## src/design/uoc_regs.svh

```systemverilog
`ifndef UOC_REGS_SVH
`define UOC_REGS_SVH
// ----------------------------------------------------------------
// register byte offsets
// ----------------------------------------------------------------
`define UOC_OFF_IRQ_EN 8'h00
`define UOC_OFF_CTRL 8'h04
`define UOC_OFF_SOF 8'h08
`define UOC_OFF_EVENTS 8'h0C
// ----------------------------------------------------------------
// field positions
// ----------------------------------------------------------------
`define UOC_IE_ID 7
`define UOC_IE_MS 6
`define UOC_IE_LINE 5
`define UOC_IE_ACT 4
`define UOC_IE_SESV 3
`define UOC_IE_SESEND 2
`define UOC_IE_VBUS 0
`define UOC_IE_MASK 8'hFD
`define UOC_CT_J 7
`define UOC_CT_SE0 6
`define UOC_CT_HOLD 5
`define UOC_CT_BRST 4
`define UOC_CT_HOST 3
`define UOC_CT_RESUME 2
`define UOC_CT_PPRST 1
`define UOC_CT_EN 0
`define UOC_CT_WMASK 8'h3F
// ----------------------------------------------------------------
// reset values and timing
// ----------------------------------------------------------------
`define UOC_RST_BYTE 8'h00
`define UOC_CLK_MHZ 250
`define UOC_LS_EOP_NS 1333
`define UOC_LS_EOP_CYC ((`UOC_LS_EOP_NS * `UOC_CLK_MHZ) / 1000)
`endif

```

## src/design/uoc_pkg.sv

```systemverilog
`default_nettype none
package uoc_pkg;
  typedef enum logic [2:0] {
    UOC_IDLE = 3'b001,
    UOC_RESUME = 3'b010,
    UOC_EOP = 3'b100
  } uoc_sig_t;
  typedef struct packed {
    logic aw_got;
    logic w_got;
    logic [7:0] aw_addr;
    logic [31:0] wdata;
    logic [3:0] wstrb;
    logic bvalid;
    logic [1:0] bresp;
    logic rvalid;
    logic [31:0] rdata;
    logic [1:0] rresp;
  } uoc_axi_st_t;
endpackage : uoc_pkg
`default_nettype wire

```

## src/design/uoc_bus_if.sv

```systemverilog
`timescale 1ns/1ps
`default_nettype none
interface uoc_bus_if;
  logic wr;
  logic [7:0] waddr;
  logic [31:0] wdata;
  logic [3:0] wstrb;
  logic [7:0] raddr;
  logic [31:0] rdata;
  logic rmapped;
  logic wmapped;
  modport slave (output wr, output waddr, output wdata, output wstrb, output raddr,
    input rdata, input rmapped, input wmapped);
  modport core (input wr, input waddr, input wdata, input wstrb, input raddr,
    output rdata, output rmapped, output wmapped);
endinterface : uoc_bus_if
`default_nettype wire

```

## src/design/uoc_axil.sv

```systemverilog
`timescale 1ns/1ps
`default_nettype none
`include "uoc_regs.svh"
module uoc_axil
  import uoc_pkg::*;
(
  input wire logic clk,
  input wire logic rst,
  // write channels
  input wire logic awvalid,
  output logic awready,
  input wire logic [7:0] awaddr,
  input wire logic wvalid,
  output logic wready,
  input wire logic [31:0] wdata,
  input wire logic [3:0] wstrb,
  output logic bvalid,
  input wire logic bready,
  output logic [1:0] bresp,
  // read channels
  input wire logic arvalid,
  output logic arready,
  input wire logic [7:0] araddr,
  output logic rvalid,
  input wire logic rready,
  output logic [31:0] rdata,
  output logic [1:0] rresp,
  // core side
  uoc_bus_if.slave bus
);
  uoc_axi_st_t st, next_st;
  logic do_wr;

  assign awready = !st.aw_got && !st.bvalid;
  assign wready = !st.w_got && !st.bvalid;
  assign arready = !st.rvalid;
  assign bvalid = st.bvalid;
  assign bresp = st.bresp;
  assign rvalid = st.rvalid;
  assign rdata = st.rdata;
  assign rresp = st.rresp;
  assign do_wr = st.aw_got && st.w_got && !st.bvalid;
  assign bus.wr = do_wr && bus.wmapped;
  assign bus.waddr = st.aw_addr;
  assign bus.wdata = st.wdata;
  assign bus.wstrb = st.wstrb;
  assign bus.raddr = araddr;

  always_comb
  begin
    next_st = st;
    if (awvalid && awready)
    begin
      next_st.aw_got = 1'b1;
      next_st.aw_addr = awaddr;
    end
    if (wvalid && wready)
    begin
      next_st.w_got = 1'b1;
      next_st.wdata = wdata;
      next_st.wstrb = wstrb;
    end
    if (do_wr)
    begin
      next_st.aw_got = 1'b0;
      next_st.w_got = 1'b0;
      next_st.bvalid = 1'b1;
      // unmapped address answers slave error
      next_st.bresp = bus.wmapped ? 2'h0 : 2'h2;
    end
    if (st.bvalid && bready)
      next_st.bvalid = 1'b0;
    if (st.rvalid && rready)
      next_st.rvalid = 1'b0;
    if (arvalid && arready)
    begin
      next_st.rvalid = 1'b1;
      next_st.rdata = bus.rmapped ? bus.rdata : 32'h0;
      next_st.rresp = bus.rmapped ? 2'h0 : 2'h2;
    end
  end

  always_ff @(posedge clk)
  begin
    if (rst)
      st <= '0;
    else
      st <= next_st;
  end
endmodule : uoc_axil
`default_nettype wire

```

## src/design/uoc_usb_ctrl.sv

```systemverilog
// Local design decisions: register access over AXI4-Lite and the address map.
`timescale 1ns/1ps
`default_nettype none
`include "uoc_regs.svh"
// Functional notes
// - bits 31..8 read zero, writes ignored
// - id change irq gated by enable bit 7
// - millisecond timer irq gated by bit 6
// - line state irq gated by bit 5
// - bus activity irq gated by bit 4
// - session valid irq gated by bit 3
// - session end irq bit 2; bit 1 zero
// - vbus valid irq gated by bit 0
// - control bit 7 live J state
// - control bit 6 live single-ended zero
// - device: bit 5 holds processing, setup sets
// - host: bit 5 shows token in progress
// - host: bit 4 drives bus reset
// - bit 3 host enable; toggle resets host
// - host: resume release appends low-speed EOP
module uoc_usb_ctrl
  import uoc_pkg::*;
#(
  parameter int EOP_CYCLES = `UOC_LS_EOP_CYC
)
(
  // clock and reset
  input wire logic CLOCK,
  input wire logic RST,
  // axi4-lite write
  input wire logic AWVALID,
  output logic AWREADY,
  input wire logic [7:0] AWADDR,
  input wire logic WVALID,
  output logic WREADY,
  input wire logic [31:0] WDATA,
  input wire logic [3:0] WSTRB,
  output logic BVALID,
  input wire logic BREADY,
  output logic [1:0] BRESP,
  // axi4-lite read
  input wire logic ARVALID,
  output logic ARREADY,
  input wire logic [7:0] ARADDR,
  output logic RVALID,
  input wire logic RREADY,
  output logic [31:0] RDATA,
  output logic [1:0] RRESP,
  // line status from the transceiver
  input wire logic LINE_J,
  input wire logic LINE_SE0,
  // otg event pulses
  input wire logic EV_ID_CHANGE,
  input wire logic EV_MSEC_TICK,
  input wire logic EV_LINE_STATE,
  input wire logic EV_BUS_ACTIVITY,
  input wire logic EV_SESSION_VALID,
  input wire logic EV_SESSION_END,
  input wire logic EV_VBUS_VALID,
  // gated event pulses
  output logic IRQ_ID_CHANGE,
  output logic IRQ_MSEC_TICK,
  output logic IRQ_LINE_STATE,
  output logic IRQ_BUS_ACTIVITY,
  output logic IRQ_SESSION_VALID,
  output logic IRQ_SESSION_END,
  output logic IRQ_VBUS_VALID,
  // protocol engine
  input wire logic SETUP_RECEIVED,
  input wire logic TOKEN_ACTIVE,
  input wire logic [7:0] BYTES_TO_SOF,
  input wire logic TXN_REQUEST,
  output logic TXN_START,
  output logic PACKET_HOLD,
  output logic HOST_LOGIC_RESET,
  output logic MODULE_ENABLE,
  output logic PINGPONG_RESET,
  // bus signalling
  output logic DRIVE_BUS_RESET,
  output logic DRIVE_RESUME,
  output logic DRIVE_LS_EOP
);
  typedef struct packed {
    logic [7:0] irq_en;
    logic hold;
    logic bus_reset_drive;
    logic host_capability_enable;
    logic resume;
    logic pingpong_pointer_reset;
    logic module_enable;
    logic [7:0] sof_threshold_count;
    logic [6:0] ev_seen;
    logic host_rst;
    uoc_sig_t sig;
    logic [15:0] eop_cnt;
  } uoc_ctl_st_t;

  uoc_ctl_st_t st, next_st;
  uoc_bus_if bus ();
  logic [7:0] ctrl_byte;
  logic [6:0] ev_raw;
  logic [6:0] ev_gated;

  uoc_axil u_axil (
    .clk(CLOCK),
    .rst(RST),
    .awvalid(AWVALID),
    .awready(AWREADY),
    .awaddr(AWADDR),
    .wvalid(WVALID),
    .wready(WREADY),
    .wdata(WDATA),
    .wstrb(WSTRB),
    .bvalid(BVALID),
    .bready(BREADY),
    .bresp(BRESP),
    .arvalid(ARVALID),
    .arready(ARREADY),
    .araddr(ARADDR),
    .rvalid(RVALID),
    .rready(RREADY),
    .rdata(RDATA),
    .rresp(RRESP),
    .bus(bus.slave)
  );

  function automatic logic mapped(input logic [7:0] a);
    mapped = (a == `UOC_OFF_IRQ_EN) || (a == `UOC_OFF_CTRL) ||
      (a == `UOC_OFF_SOF) || (a == `UOC_OFF_EVENTS);
  endfunction : mapped

  // ----------------------------------------------------------------
  // read path
  // ----------------------------------------------------------------
  always_comb
  begin
    ctrl_byte = 8'h00;
    ctrl_byte[`UOC_CT_J] = LINE_J;
    ctrl_byte[`UOC_CT_SE0] = LINE_SE0;
    // bit 5 shares two meanings by mode
    ctrl_byte[`UOC_CT_HOLD] = st.host_capability_enable ? TOKEN_ACTIVE : st.hold;
    ctrl_byte[`UOC_CT_BRST] = st.bus_reset_drive;
    ctrl_byte[`UOC_CT_HOST] = st.host_capability_enable;
    ctrl_byte[`UOC_CT_RESUME] = st.resume;
    ctrl_byte[`UOC_CT_PPRST] = st.pingpong_pointer_reset;
    ctrl_byte[`UOC_CT_EN] = st.module_enable;
  end

  assign bus.wmapped = mapped(bus.waddr);
  assign bus.rmapped = mapped(bus.raddr);
  always_comb
  begin
    bus.rdata = 32'h0;
    case (bus.raddr)
      `UOC_OFF_IRQ_EN: bus.rdata[7:0] = st.irq_en;
      `UOC_OFF_CTRL: bus.rdata[7:0] = ctrl_byte;
      `UOC_OFF_SOF: bus.rdata[7:0] = st.sof_threshold_count;
      `UOC_OFF_EVENTS: bus.rdata[7:0] = {1'b0, st.ev_seen};
      default: bus.rdata = 32'h0;
    endcase
  end

  // ----------------------------------------------------------------
  // event gating
  // ----------------------------------------------------------------
  assign ev_raw = {EV_ID_CHANGE, EV_MSEC_TICK, EV_LINE_STATE, EV_BUS_ACTIVITY,
    EV_SESSION_VALID, EV_SESSION_END, EV_VBUS_VALID};
  assign ev_gated = ev_raw & {st.irq_en[7:2], st.irq_en[0]};
  assign IRQ_ID_CHANGE = ev_gated[6];
  assign IRQ_MSEC_TICK = ev_gated[5];
  assign IRQ_LINE_STATE = ev_gated[4];
  assign IRQ_BUS_ACTIVITY = ev_gated[3];
  assign IRQ_SESSION_VALID = ev_gated[2];
  assign IRQ_SESSION_END = ev_gated[1];
  assign IRQ_VBUS_VALID = ev_gated[0];

  // ----------------------------------------------------------------
  // outputs
  // ----------------------------------------------------------------
  assign PACKET_HOLD = !st.host_capability_enable && st.hold;
  assign HOST_LOGIC_RESET = st.host_rst;
  assign MODULE_ENABLE = st.module_enable;
  assign PINGPONG_RESET = st.pingpong_pointer_reset;
  assign DRIVE_BUS_RESET = st.host_capability_enable && st.bus_reset_drive;
  assign DRIVE_RESUME = st.sig == UOC_RESUME;
  assign DRIVE_LS_EOP = st.sig == UOC_EOP;
  // software must also wait for idle; hardware gates here too
  assign TXN_START = st.host_capability_enable && TXN_REQUEST && !TOKEN_ACTIVE &&
    !st.host_rst && (BYTES_TO_SOF >= st.sof_threshold_count);

  // ----------------------------------------------------------------
  // state update
  // ----------------------------------------------------------------
  always_comb
  begin
    next_st = st;
    next_st.host_rst = 1'b0;
    next_st.ev_seen = st.ev_seen | ev_raw;
    if (bus.wr && bus.wstrb[0])
    begin
      case (bus.waddr)
        `UOC_OFF_IRQ_EN: next_st.irq_en = bus.wdata[7:0] & `UOC_IE_MASK;
        `UOC_OFF_CTRL:
        begin
          next_st.hold = bus.wdata[`UOC_CT_HOLD];
          next_st.bus_reset_drive = bus.wdata[`UOC_CT_BRST];
          next_st.host_capability_enable = bus.wdata[`UOC_CT_HOST];
          next_st.resume = bus.wdata[`UOC_CT_RESUME];
          next_st.pingpong_pointer_reset = bus.wdata[`UOC_CT_PPRST];
          next_st.module_enable = bus.wdata[`UOC_CT_EN];
          // any change of host enable pulses host reset
          if (bus.wdata[`UOC_CT_HOST] != st.host_capability_enable)
            next_st.host_rst = 1'b1;
        end
        `UOC_OFF_SOF: next_st.sof_threshold_count = bus.wdata[7:0];
        // write-one-to-clear; new events below still win
        `UOC_OFF_EVENTS: next_st.ev_seen = (st.ev_seen & ~bus.wdata[6:0]) | ev_raw;
        default: next_st.ev_seen = st.ev_seen | ev_raw;
      endcase
    end
    // setup arrival wins over a software clear
    if (SETUP_RECEIVED && !st.host_capability_enable)
      next_st.hold = 1'b1;
    case (st.sig)
      UOC_IDLE:
        if (next_st.resume)
          next_st.sig = UOC_RESUME;
      UOC_RESUME:
        if (!next_st.resume)
        begin
          next_st.sig = st.host_capability_enable ? UOC_EOP : UOC_IDLE;
          next_st.eop_cnt = 16'(EOP_CYCLES - 1);
        end
      UOC_EOP:
        if (st.eop_cnt == 16'h0)
          next_st.sig = UOC_IDLE;
        else
          next_st.eop_cnt = st.eop_cnt - 16'h1;
      default: next_st.sig = UOC_IDLE;
    endcase
  end

  always_ff @(posedge CLOCK)
  begin
    if (RST)
    begin
      st <= '0;
      st.sig <= UOC_IDLE;
    end
    else
      st <= next_st;
  end
endmodule : uoc_usb_ctrl
`default_nettype wire

```

## config.mk

```make
export PLATFORM = sky130hd
export DESIGN_NAME = uoc_usb_ctrl
export DESIGN_NICKNAME = d
export VERILOG_FILES = /design/src/design/uoc_pkg.sv /design/src/design/uoc_bus_if.sv /design/src/design/uoc_axil.sv /design/src/design/uoc_usb_ctrl.sv
export VERILOG_INCLUDE_DIRS = /design/src /design/src/design
export SDC_FILE = /design/constraint.sdc
export NUM_CORES = 1
export LEC_CHECK = 0
export BUFFER_PORTS_ARGS = -buffer_cell sky130_fd_sc_hd__clkbuf_2
export CORE_MARGIN = 2
export CORE_UTILIZATION = 45
export CTS_CLUSTER_DIAMETER = 200
export DETAILED_ROUTE_END_ITERATION = 10
export PLACE_DENSITY = 0.86
export SETUP_SLACK_MARGIN = 0.2
export SKIP_CTS_REPAIR_TIMING = 1
export SLEW_MARGIN = 20
export SYNTH_ARGS = -nofsm -noshare
export SYNTH_HDL_FRONTEND = slang
export SYNTH_SLANG_ARGS = --single-unit
```

## constraint.sdc

```tcl
create_clock -name CLOCK -period 2.4 [get_ports CLOCK]
set_clock_uncertainty 0.1 [all_clocks]
set_input_delay 0.36 -clock CLOCK [delete_from_list [all_inputs] [get_ports CLOCK]]
set_output_delay 0.36 -clock CLOCK [all_outputs]
set_load 0.03 [all_outputs]
```

### After elaboration in Yosys (flattened, before gate mapping)

Cells that the tools add are included.

| operators by class | value |
|---|---|
| order comparisons | 1 |
| add/subtract/negate cells | 1 |
| eq/ne operators | 14 |
| multiplexer cells | 21 |
| reduce and logical (&&, ||, !) cells | 47 |
| bitwise gates (word level) | 7 |

Operators with widths:

| kind | count |
|---|---|
| 35-bit two-way mux | 1 |
| 8-bit by 4-bit equality test with 1-bit output (second input constant) | 4 |
| 16-bit one-hot mux with 2 select lines | 1 |
| 8-bit one-hot mux with 4 select lines | 1 |
| 22-bit two-way mux | 1 |
| 19-bit two-way mux | 1 |
| 1-bit logical AND | 18 |
| 8-bit by 3-bit equality test with 1-bit output (second input constant) | 2 |
| 16-bit logical NOT | 1 |
| 8-bit logical NOT | 2 |
| 16-bit two-way mux | 1 |
| 8-bit two-way mux | 2 |
| 16-bit by 1-bit subtractor with 16-bit output (second input constant) | 1 |
| 7-bit bitwise AND | 2 |
| 7-bit OR | 2 |
| 3-bit two-way mux | 3 |
| 3-bit one-hot mux with 3 select lines | 1 |
| 8-bit >= comparator | 1 |
| 2-bit AND reduction | 4 |
| 2-bit nonzero test | 4 |
| 1-bit logical NOT | 7 |
| 7-bit two-way mux | 1 |
| 7-bit inverter | 1 |
| 1-bit logical OR | 6 |
| 13 further kinds | 23 |

| storage, ports and cells | value |
|---|---|
| bits of input ports | 79 |
| word-level logic and storage cells | 113 |
| output and inout port bits | 56 |
| register bits after elaboration | 105 |

### Logic depth before layout (Yosys ltp)

Gate-level depths: netlist of run 1.

| depth | value |
|---|---|
| word-level depth | 9 |
| mapped depth | 8 |
| depth with buffers taken out | 8 |

### Hierarchy

A second synthesis of run 1 with hierarchy kept.

| second synthesis, totals | value |
|---|---|
| cell total of the unflattened synthesis | 776 |
| area total of the unflattened synthesis | 6,253.5 um2 |

Modules (own cells, without submodules):

| module | area an instance (um2) | times used | cells an instance | seq. area each (um2) |
|---|---|---|---|---|
| uoc_axil | 3,626.0 | 1 | 454 | 1,641.6 |
| uoc_usb_ctrl | 2,627.5 | 1 | 322 | 960.9 |

### Worst setup path after synthesis of run 1

Ideal clock, no wire load.

| path | value |
|---|---|
| path kind | register -> register |
| from | register u_axil.st (netlist bit u_axil.bus.waddr[7]) |
| to | register st[7] (netlist bit) |
| required time | 2,183 ps |
| clock period less this slack | 2,646 ps |
| setup time | 117 ps |
| path buffers | 0 |
| slack | -246 ps |
| arrival time | 2,429 ps |
| cell stages (with the launch flop) | 7 |
| path through | dfxtp_1 -> or4_4 -> nor4_4 -> mux2_4 -> a2111oi_0 -> xnor2_1 -> nor2_1 |

| between the ends | value |
|---|---|
| longest elaborated chain between the ends | 9 |
| elaborated cells between the ends (all ways) | 13 |
| those cells by class | eq/ne (4); mux (2); reduce/logical (7) |

RTL lines:

| element | line | source |
|---|---|---|
| from (decl) | uoc_axil.sv:31 | `uoc_axi_st_t st, next_st;` |
| from (signal assigned) | uoc_axil.sv:88 | `st <= next_st;` |
| 8-bit by 3-bit equality test with 1-bit output / 8-bit logical NOT (equally long branches) | n/a |  |
| 1-bit logical OR (3 in a row) | uoc_usb_ctrl.sv:128 | `` mapped = (a == `UOC_OFF_IRQ_EN) \|\| (a == `UOC_OFF_CTRL) \|\| `` |
| 1-bit logical AND | uoc_axil.sv:43 | `assign bus.wr = do_wr && bus.wmapped;` |
| 1-bit logical AND | uoc_usb_ctrl.sv:199 | `if (bus.wr && bus.wstrb[0])` |
| 22-bit two-way mux * | uoc_usb_ctrl.sv:199 |  |
| 2-bit != test (no line) * | n/a |  |
| 3-bit AND reduction (no line) * | n/a |  |
| to (signal assigned) | uoc_usb_ctrl.sv:251 | `st <= next_st;` |
| to (decl) | uoc_usb_ctrl.sv:98 | `uoc_ctl_st_t st, next_st;` |

Mark *: on every way between the ends. The rest lies on a longest branch, timed or not. The select of a mux whose other input is x is not followed.
A chain may end at the register's enable or synchronous reset.

### Worst setup path after layout of run 1

| path | value |
|---|---|
| from | register u_axil.st (netlist bit u_axil.bus.waddr[7]) |
| to | register st[44] (netlist bit) |

| between the ends | value |
|---|---|
| longest elaborated chain between the ends | 7 |
| elaborated cells between the ends (all ways) | 10 |
| those cells by class | eq/ne (3); reduce/logical (7) |

RTL lines:

| element | line |
|---|---|
| 8-bit by 3-bit equality test with 1-bit output / 8-bit logical NOT (equally long branches) | n/a |
| 1-bit logical OR (3 in a row) | uoc_usb_ctrl.sv:128 |
| 1-bit logical AND | uoc_axil.sv:43 |
| 1-bit logical AND | uoc_usb_ctrl.sv:199 |
| 2-bit AND reduction (no line) * | n/a |

Mark *: on every way between the ends. The rest lies on a longest branch, timed or not.

==> results_dict.tcl, run 1 <==
set metrics [dict create \
    worstMarginPinSlew_ns 0.5403 \
    io_buffers 81 \
    via_count 3363 \
    hold_start "RREADY" \
    die_area_um2 9332 \
    cts_tree "built" \
    grt_pass1_vias 3088 \
    final_common_cell "clkbuf_2" \
    crit_required_ns 2.54 \
    grt_busiest_layer "met2" \
    cellPowerDensity_nw_per_um2 603.6 \
    grt_max_degree 46 \
    slew_violations 0 \
    drv_cap 0 \
    rrSetupSlack_ns 0.01 \
    grt_use_total_pct 19.46 \
    max_slew_margin_pct 63.98 \
    synthDistinctLibCells 45 \
    numCtsBuffers 9 \
    reg2reg_from "u_axil.bus.waddr[7]" \
    fin_util_pct 59.88 \
    cts.htree.levels 3 \
    ir_worst_vdd_v 0.0003936 \
    grt_use_met1_pct 24.64 \
    grt_pass1_wl_mm 14.90 \
    nets 611 \
    ys_seq_area_share_pct 40.99 \
    synth_edf_count 0 \
    synth_top_family_by_area "simple AND/OR/NAND/NOR gates" \
    antenna_cells 0 \
    whs_path_depth 2 \
    drt_first_pass_iters 5 \
    synth_xor_area_share_pct 3.405 \
    clkTransAtPathRegs_ns 0.08 \
    critPathMostFrequentCell "or4_4" \
    path_class "register to register" \
    synth_compound_area_share_pct 10.21 \
    min_period_ns 2.387 \
    crit_slowest_cell "or4_4" \
    cp-start-kind "register" \
    fin_area_um2 4945 \
    dpl_cell_area_um2 4372 \
    synth_fa_ha_area_share_pct 3.243 \
    ys_warn_count 0 \
    setup_tns_ns 0 \
    row_count 33 \
    drive_above_1_share_pct 33.40 \
    ys.flop_type "dfxtp_1" \
    ys_ff_latch 79 \
    synth_top_area_share_pct 40.99 \
    finalSetupViolCount 0 \
    rsz0062_at_grt "yes" \
    wl_per_cell_um 15.62 \
    cp.arrival_ns 2.52 \
    min_to "u_axil.rvalid" \
    drc_errors 0 \
    synthArstFlopShare_pct 0 \
    cp_cell_sequence "or4_4 -> or4_4 -> or3_1 -> buf_6 -> mux2i_2 -> nor2_1" \
    drt-total-wl_mm 9.874 \
    fmax_mhz 419.0 \
    most-common-layout-cells "clkbuf_2, dfxtp_1, nor2_1" \
    finalHoldViolations 0 \
    die_w_um 96.60 \
    place.gp.congestion 0.8201 \
    synthSimpleGateAreaFrac_pct 20.07 \
    gr-total-overflow 0 \
    cts.sinks 79 \
    via_per_inst 5.321 \
    grt_use_met3_pct 4.841 \
    use_met2_pct 32.96 \
    p_leak_nw 2.102 \
    cts_buffer_depth 2 \
    drtIter0Drc 223 \
    syn_inst 431 \
    fin_crit_sh_pct 99.45 \
    insertion_delay_ns 0.35 \
    total_power_mw 2.984 \
    synthMuxAreaShare_pct 11.67 \
    place_hpwl_mm 6.650 \
    cts_root_buf "clkbuf_8" \
    syn-cell-area_um2 3859 \
    avgSynthCellArea_um2 8.953 \
    r2r_cells 6 \
    r2r-end "st[44]" \
    core-area_um2 8258 \
    syn_to_final_growth_pct 28.15 \
    status "finished, final reports clean" \
    critPathMaxStageDelay_ns 0.56 \
    path_max_fanout 7 \
    synth_area_leader_cell "dfxtp_1" \
    initial_core_util_pct 46.73 \
    endpoint_kind "register" \
    grt_antenna_before_repair 0 \
    hold_class "input port to register" \
    postRouteAntennaNets 0 \
    io_pins 135 \
    ys_top_cells_by_area "dfxtp_1, mux2i_1, buf_4, nor2_1, a21oi_1" \
    die_y_um 96.60 \
]
[layer usage]
metal | wire, µm | part of all wire [%] | vias to the layer above
met2 | 4891 | 50 | 147
met1 | 4080 | 41 | 1595
li1 | - | - | 1597
met3 | 647 | 6.6 | 24
met4 | 255 | 2.6 | 0
met5 | 0 | 0 | -
[area by class of cell]
cell class	count	area (µm²)
fill	660	3313
clock inverter	5	128.9
tap	105	131.4
clock buffer	11	131.4
sequential	79	1593
timing repair buffer	106	680.7
inverter	14	52.55
multi-input combinational	312	2227
[cells in the mapped netlist, types with 2 or more instances]
cell / n
a2111oi_0: 3
a211oi_1: 5
a21o_1: 3
a21oi_1: 32
a22oi_1: 8
and2_1: 9
buf_2: 3
buf_4: 37
clkbuf_1: 10
dfxtp_1: 79
ha_1: 10
inv_1: 14
mux2i_1: 30
mux4_2: 6
nand2_1: 38
nand2b_1: 10
nand3_1: 2
nand3b_1: 3
nor2_1: 68
nor2b_1: 2
nor3_1: 6
nor3b_1: 3
nor4_1: 5
o21ai_0: 5
or4_1: 6
xnor2_1: 15
[worst max path at each step]
stage	from	endpoint	slack [ns]	cells past startpoint
after CTS	u_axil.bus.waddr[7]	st[14]	-0.10	6
final	u_axil.bus.waddr[7]	st[44]	0.01	6
after floorplan	u_axil.bus.waddr[7]	st[15]	-0.10	6
after global placement	u_axil.bus.waddr[7]	st[10]	0.02	6
after global routing	u_axil.bus.waddr[7]	st[44]	-0.04	6
after detailed placement	u_axil.bus.waddr[7]	st[14]	-0.07	6
[sequential cells by signal (all words and copies together), names as in the netlist]
name / cells
st: 42
u_axil.rresp: 1
u_axil.st: 2
u_axil.rvalid: 1
u_axil.bresp: 1
PINGPONG_RESET: 1
u_axil.bus.waddr: 8
u_axil.rdata: 8
MODULE_ENABLE: 1
u_axil.bvalid: 1
u_axil.bus.wstrb: 1
HOST_LOGIC_RESET: 1
ctrl_byte: 3
u_axil.bus.wdata: 8
[power by group]
part | leakage, nW | switching, mW | internal [mW] | total (mW)
registers | 0.646 | 0.0350 | 1.34 | 1.38
clock network | 0.128 | 0.493 | 0.802 | 1.29
logic | 1.33 | 0.199 | 0.111 | 0.311
total | 2.10 | 0.727 | 2.26 | 2.98
[critical path, delay by kind of cell (launching register included)]
kind | cells | cell delay [ns]
multiplexers | 1 | 0.20
AND/OR/NAND/NOR | 4 | 1.49
flip-flops | 1 | 0.33
buffers and inverters | 1 | 0.16
[stage by stage]
stage / setup slack [ns] / std cells / hold slack (ns)
final: 0.01311 / 632 / 0.1095
after global placement: 0.01752 / 605 / 0.3566
after floorplan: -0.1008 / 456 / 0.3459
after detailed placement: -0.07005 / 605 / 0.3703
after global routing: -0.04113 / 632 / 0.1041
after CTS: -0.1046 / 621 / 0.1054
[cells by family (layout without fill, tap and decap cells)]
family	after synthesis	count (layout)
xor gates and xnor gates	15	15
adders and majority gates	10	10
other	1	26
DFF	79	79
and+or+nand+nor	160	160
AOI/OAI and AO/OA	63	63
buffers and inverters	66	136
muxes	37	38
Note: power is estimated with default switching activity, not from simulation.
==> inputs of run 2 (changes only) <==
--- a/config.mk
+++ b/config.mk
@@ -12,6 +12,7 @@
 export CTS_CLUSTER_DIAMETER = 200
 export DETAILED_ROUTE_END_ITERATION = 10
 export PLACE_DENSITY = 0.86
+export REMOVE_ABC_BUFFERS = 1
 export SETUP_SLACK_MARGIN = 0.2
 export SKIP_CTS_REPAIR_TIMING = 1
 export SLEW_MARGIN = 20
==> run 2 against run 1 <==
The flow now finishes with violations (setup timing). Clock-buffer cell count did not move. Critical path depth rose by 1. Wire length fell by 0.41%. Maximum frequency fell by 4.0%. Register-to-register slack got worse by 0.098 ns. Largest cell class unchanged.
==> results_dict.tcl, run 2 (synthesis gave the netlist of run 1 again) <==
set metrics [dict create \
    largest-register "st" \
    nets 614 \
    status "complete, but fails checks" \
    setup_tns_ns -0.3697 \
    rsz0062_at_grt "yes" \
    clkTransAtPathRegs_ns 0.08 \
    cts_buffer_depth 2 \
    fmax_mhz 402.4 \
    worstMarginPinSlew_ns 0.5900 \
    core-area_um2 8258 \
    place.gp.congestion 0.9027 \
    min_period_ns 2.485 \
    use_met2_pct 31.25 \
    path_class "register to register" \
    endpoint_kind "register" \
    slew_violations 0 \
    fillers 648 \
    wl_per_cell_um 15.49 \
    gr-total-overflow 0 \
    drt_first_pass_iters 4 \
    cellPowerDensity_nw_per_um2 557.1 \
    drt-total-wl_mm 9.834 \
    worst_slack_ns -0.08510 \
    antenna_cells 0 \
    cp_cell_sequence "or4_4 -> buf_6 -> or4_4 -> or3_1 -> buf_6 -> mux2i_1 -> nor2_1" \
    cts.sinks 79 \
    drv_cap 0 \
    initial_core_util_pct 46.73 \
    cp-start-kind "register" \
    grt_pass1_vias 3200 \
    grt_antenna_before_repair 0 \
    io_pins 135 \
    grt_pass1_wl_mm 14.75 \
    hold_class "input port to register" \
    die_w_um 96.60 \
    fin_crit_sh_pct 103.5 \
    insertion_delay_ns 0.34 \
    drc_errors 0 \
    die_area_um2 9332 \
    via_count 3372 \
    row_count 33 \
    drive_above_1_share_pct 32.64 \
    place_hpwl_mm 6.708 \
    p_leak_nw 2.082 \
    grt_max_degree 31 \
    dpl_cell_area_um2 4344 \
    whs_ns 0.09796 \
    fin_area_um2 4876 \
    postRouteAntennaNets 0 \
    finalSetupViolCount 7 \
    final_common_cell "clkbuf_2" \
    die_y_um 96.60 \
    cts_tree "built" \
    violations "setup timing" \
    numCtsBuffers 9 \
    critPathMaxStageDelay_ns 0.56 \
    syn_to_final_growth_pct 26.36 \
    cts.htree.levels 3 \
    max_slew_margin_pct 60.67 \
    grt_use_total_pct 18.89 \
    cp.arrival_ns 2.62 \
    crit_required_ns 2.53 \
    largest_reg_flops 42 \
    grt_busiest_layer "met2" \
    cp_num_buf_inv 2 \
    grt_use_met3_pct 3.251 \
    cts_root_buf "clkbuf_8" \
    via_per_inst 5.310 \
    ir_worst_vdd_v 0.0004218 \
    crit_slowest_cell "or4_4" \
    path_max_fanout 7 \
    most-common-layout-cells "clkbuf_2, dfxtp_1, nor2_1" \
    finalHoldViolations 0 \
    cp_top_family "simple AND/OR/NAND/NOR gates" \
    grt_use_met1_pct 24.21 \
    io_buffers 81 \
    drtIter0Drc 212 \
]
## run 2: cell types whose count changed in the layout (fill, tap and decap cells not counted), sizes merged
cell	before	now
buf	25	30
mux2	2	1
clkinvlp	0	1
bufinv	4	1
inv	15	14
clkbuf	92	91
clkinv	0	3
## run 2: through the flow
stage          util, %  total power [mW]  cells  worst slack [ns]
2_1_floorplan        -             1.581    404           -0.4354
3_3_place_gp     52.61             1.693    615           -0.1268
3_5_place_dp     52.61             1.706    615           -0.1771
4_1_cts          55.12             2.700    631           -0.1954
5_1_grt          59.05             2.811    635           -0.1420
6_report         59.05             2.716    635          -0.08510
## run 2: cell type report
type | count | area, µm² | area share [%]
Multi-Input combinational cell | 311 | 2218 | 45.50
Sequential cell | 79 | 1587 | 32.54
Timing Repair Buffer | 110 | 679.4 | 13.93
Clock buffer | 11 | 151.4 | 3.105
Tap cell | 105 | 131.4 | 2.694
Clock inverter | 5 | 56.30 | 1.155
Inverter | 14 | 52.55 | 1.078
## run 2: worst register-to-register path, cell delays in order (launching register included)
cell	delay, ns
dfxtp_2	0.32
or4_4	0.56
buf_6	0.14
or4_4	0.44
or3_1	0.40
buf_6	0.16
mux2i_1	0.19
nor2_1	0.07
## run 2: path summary, 6_finish.rpt
path | startpoint | endpoint | slack [ns] | depth (start not counted)
setup / recovery | u_axil.bus.waddr[6] | st[41] | -0.09 | 7
hold / removal | RREADY | u_axil.rvalid | 0.1 | 2
setup reg to reg | u_axil.bus.waddr[6] | st[41] | -0.09 | 7
hold reg to reg | u_axil.bus.waddr[0] | u_axil.bus.waddr[0] | 0.39 | 2
## run 2: report_power, final
group | internal (mW) | leakage [nW] | switching (mW) | total (mW)
logic | 0.117 | 1.33 | 0.197 | 0.313
registers | 1.35 | 0.645 | 0.0359 | 1.38
clock network | 0.536 | 0.105 | 0.484 | 1.02
total | 2.00 | 2.08 | 0.717 | 2.72
## run 2: per-layer routing
metal	wire length [µm]	part of all wire [%]
met5	0	0
met1	3995	41
met2	4942	50
met3	690	7.0
met4	206	2.1
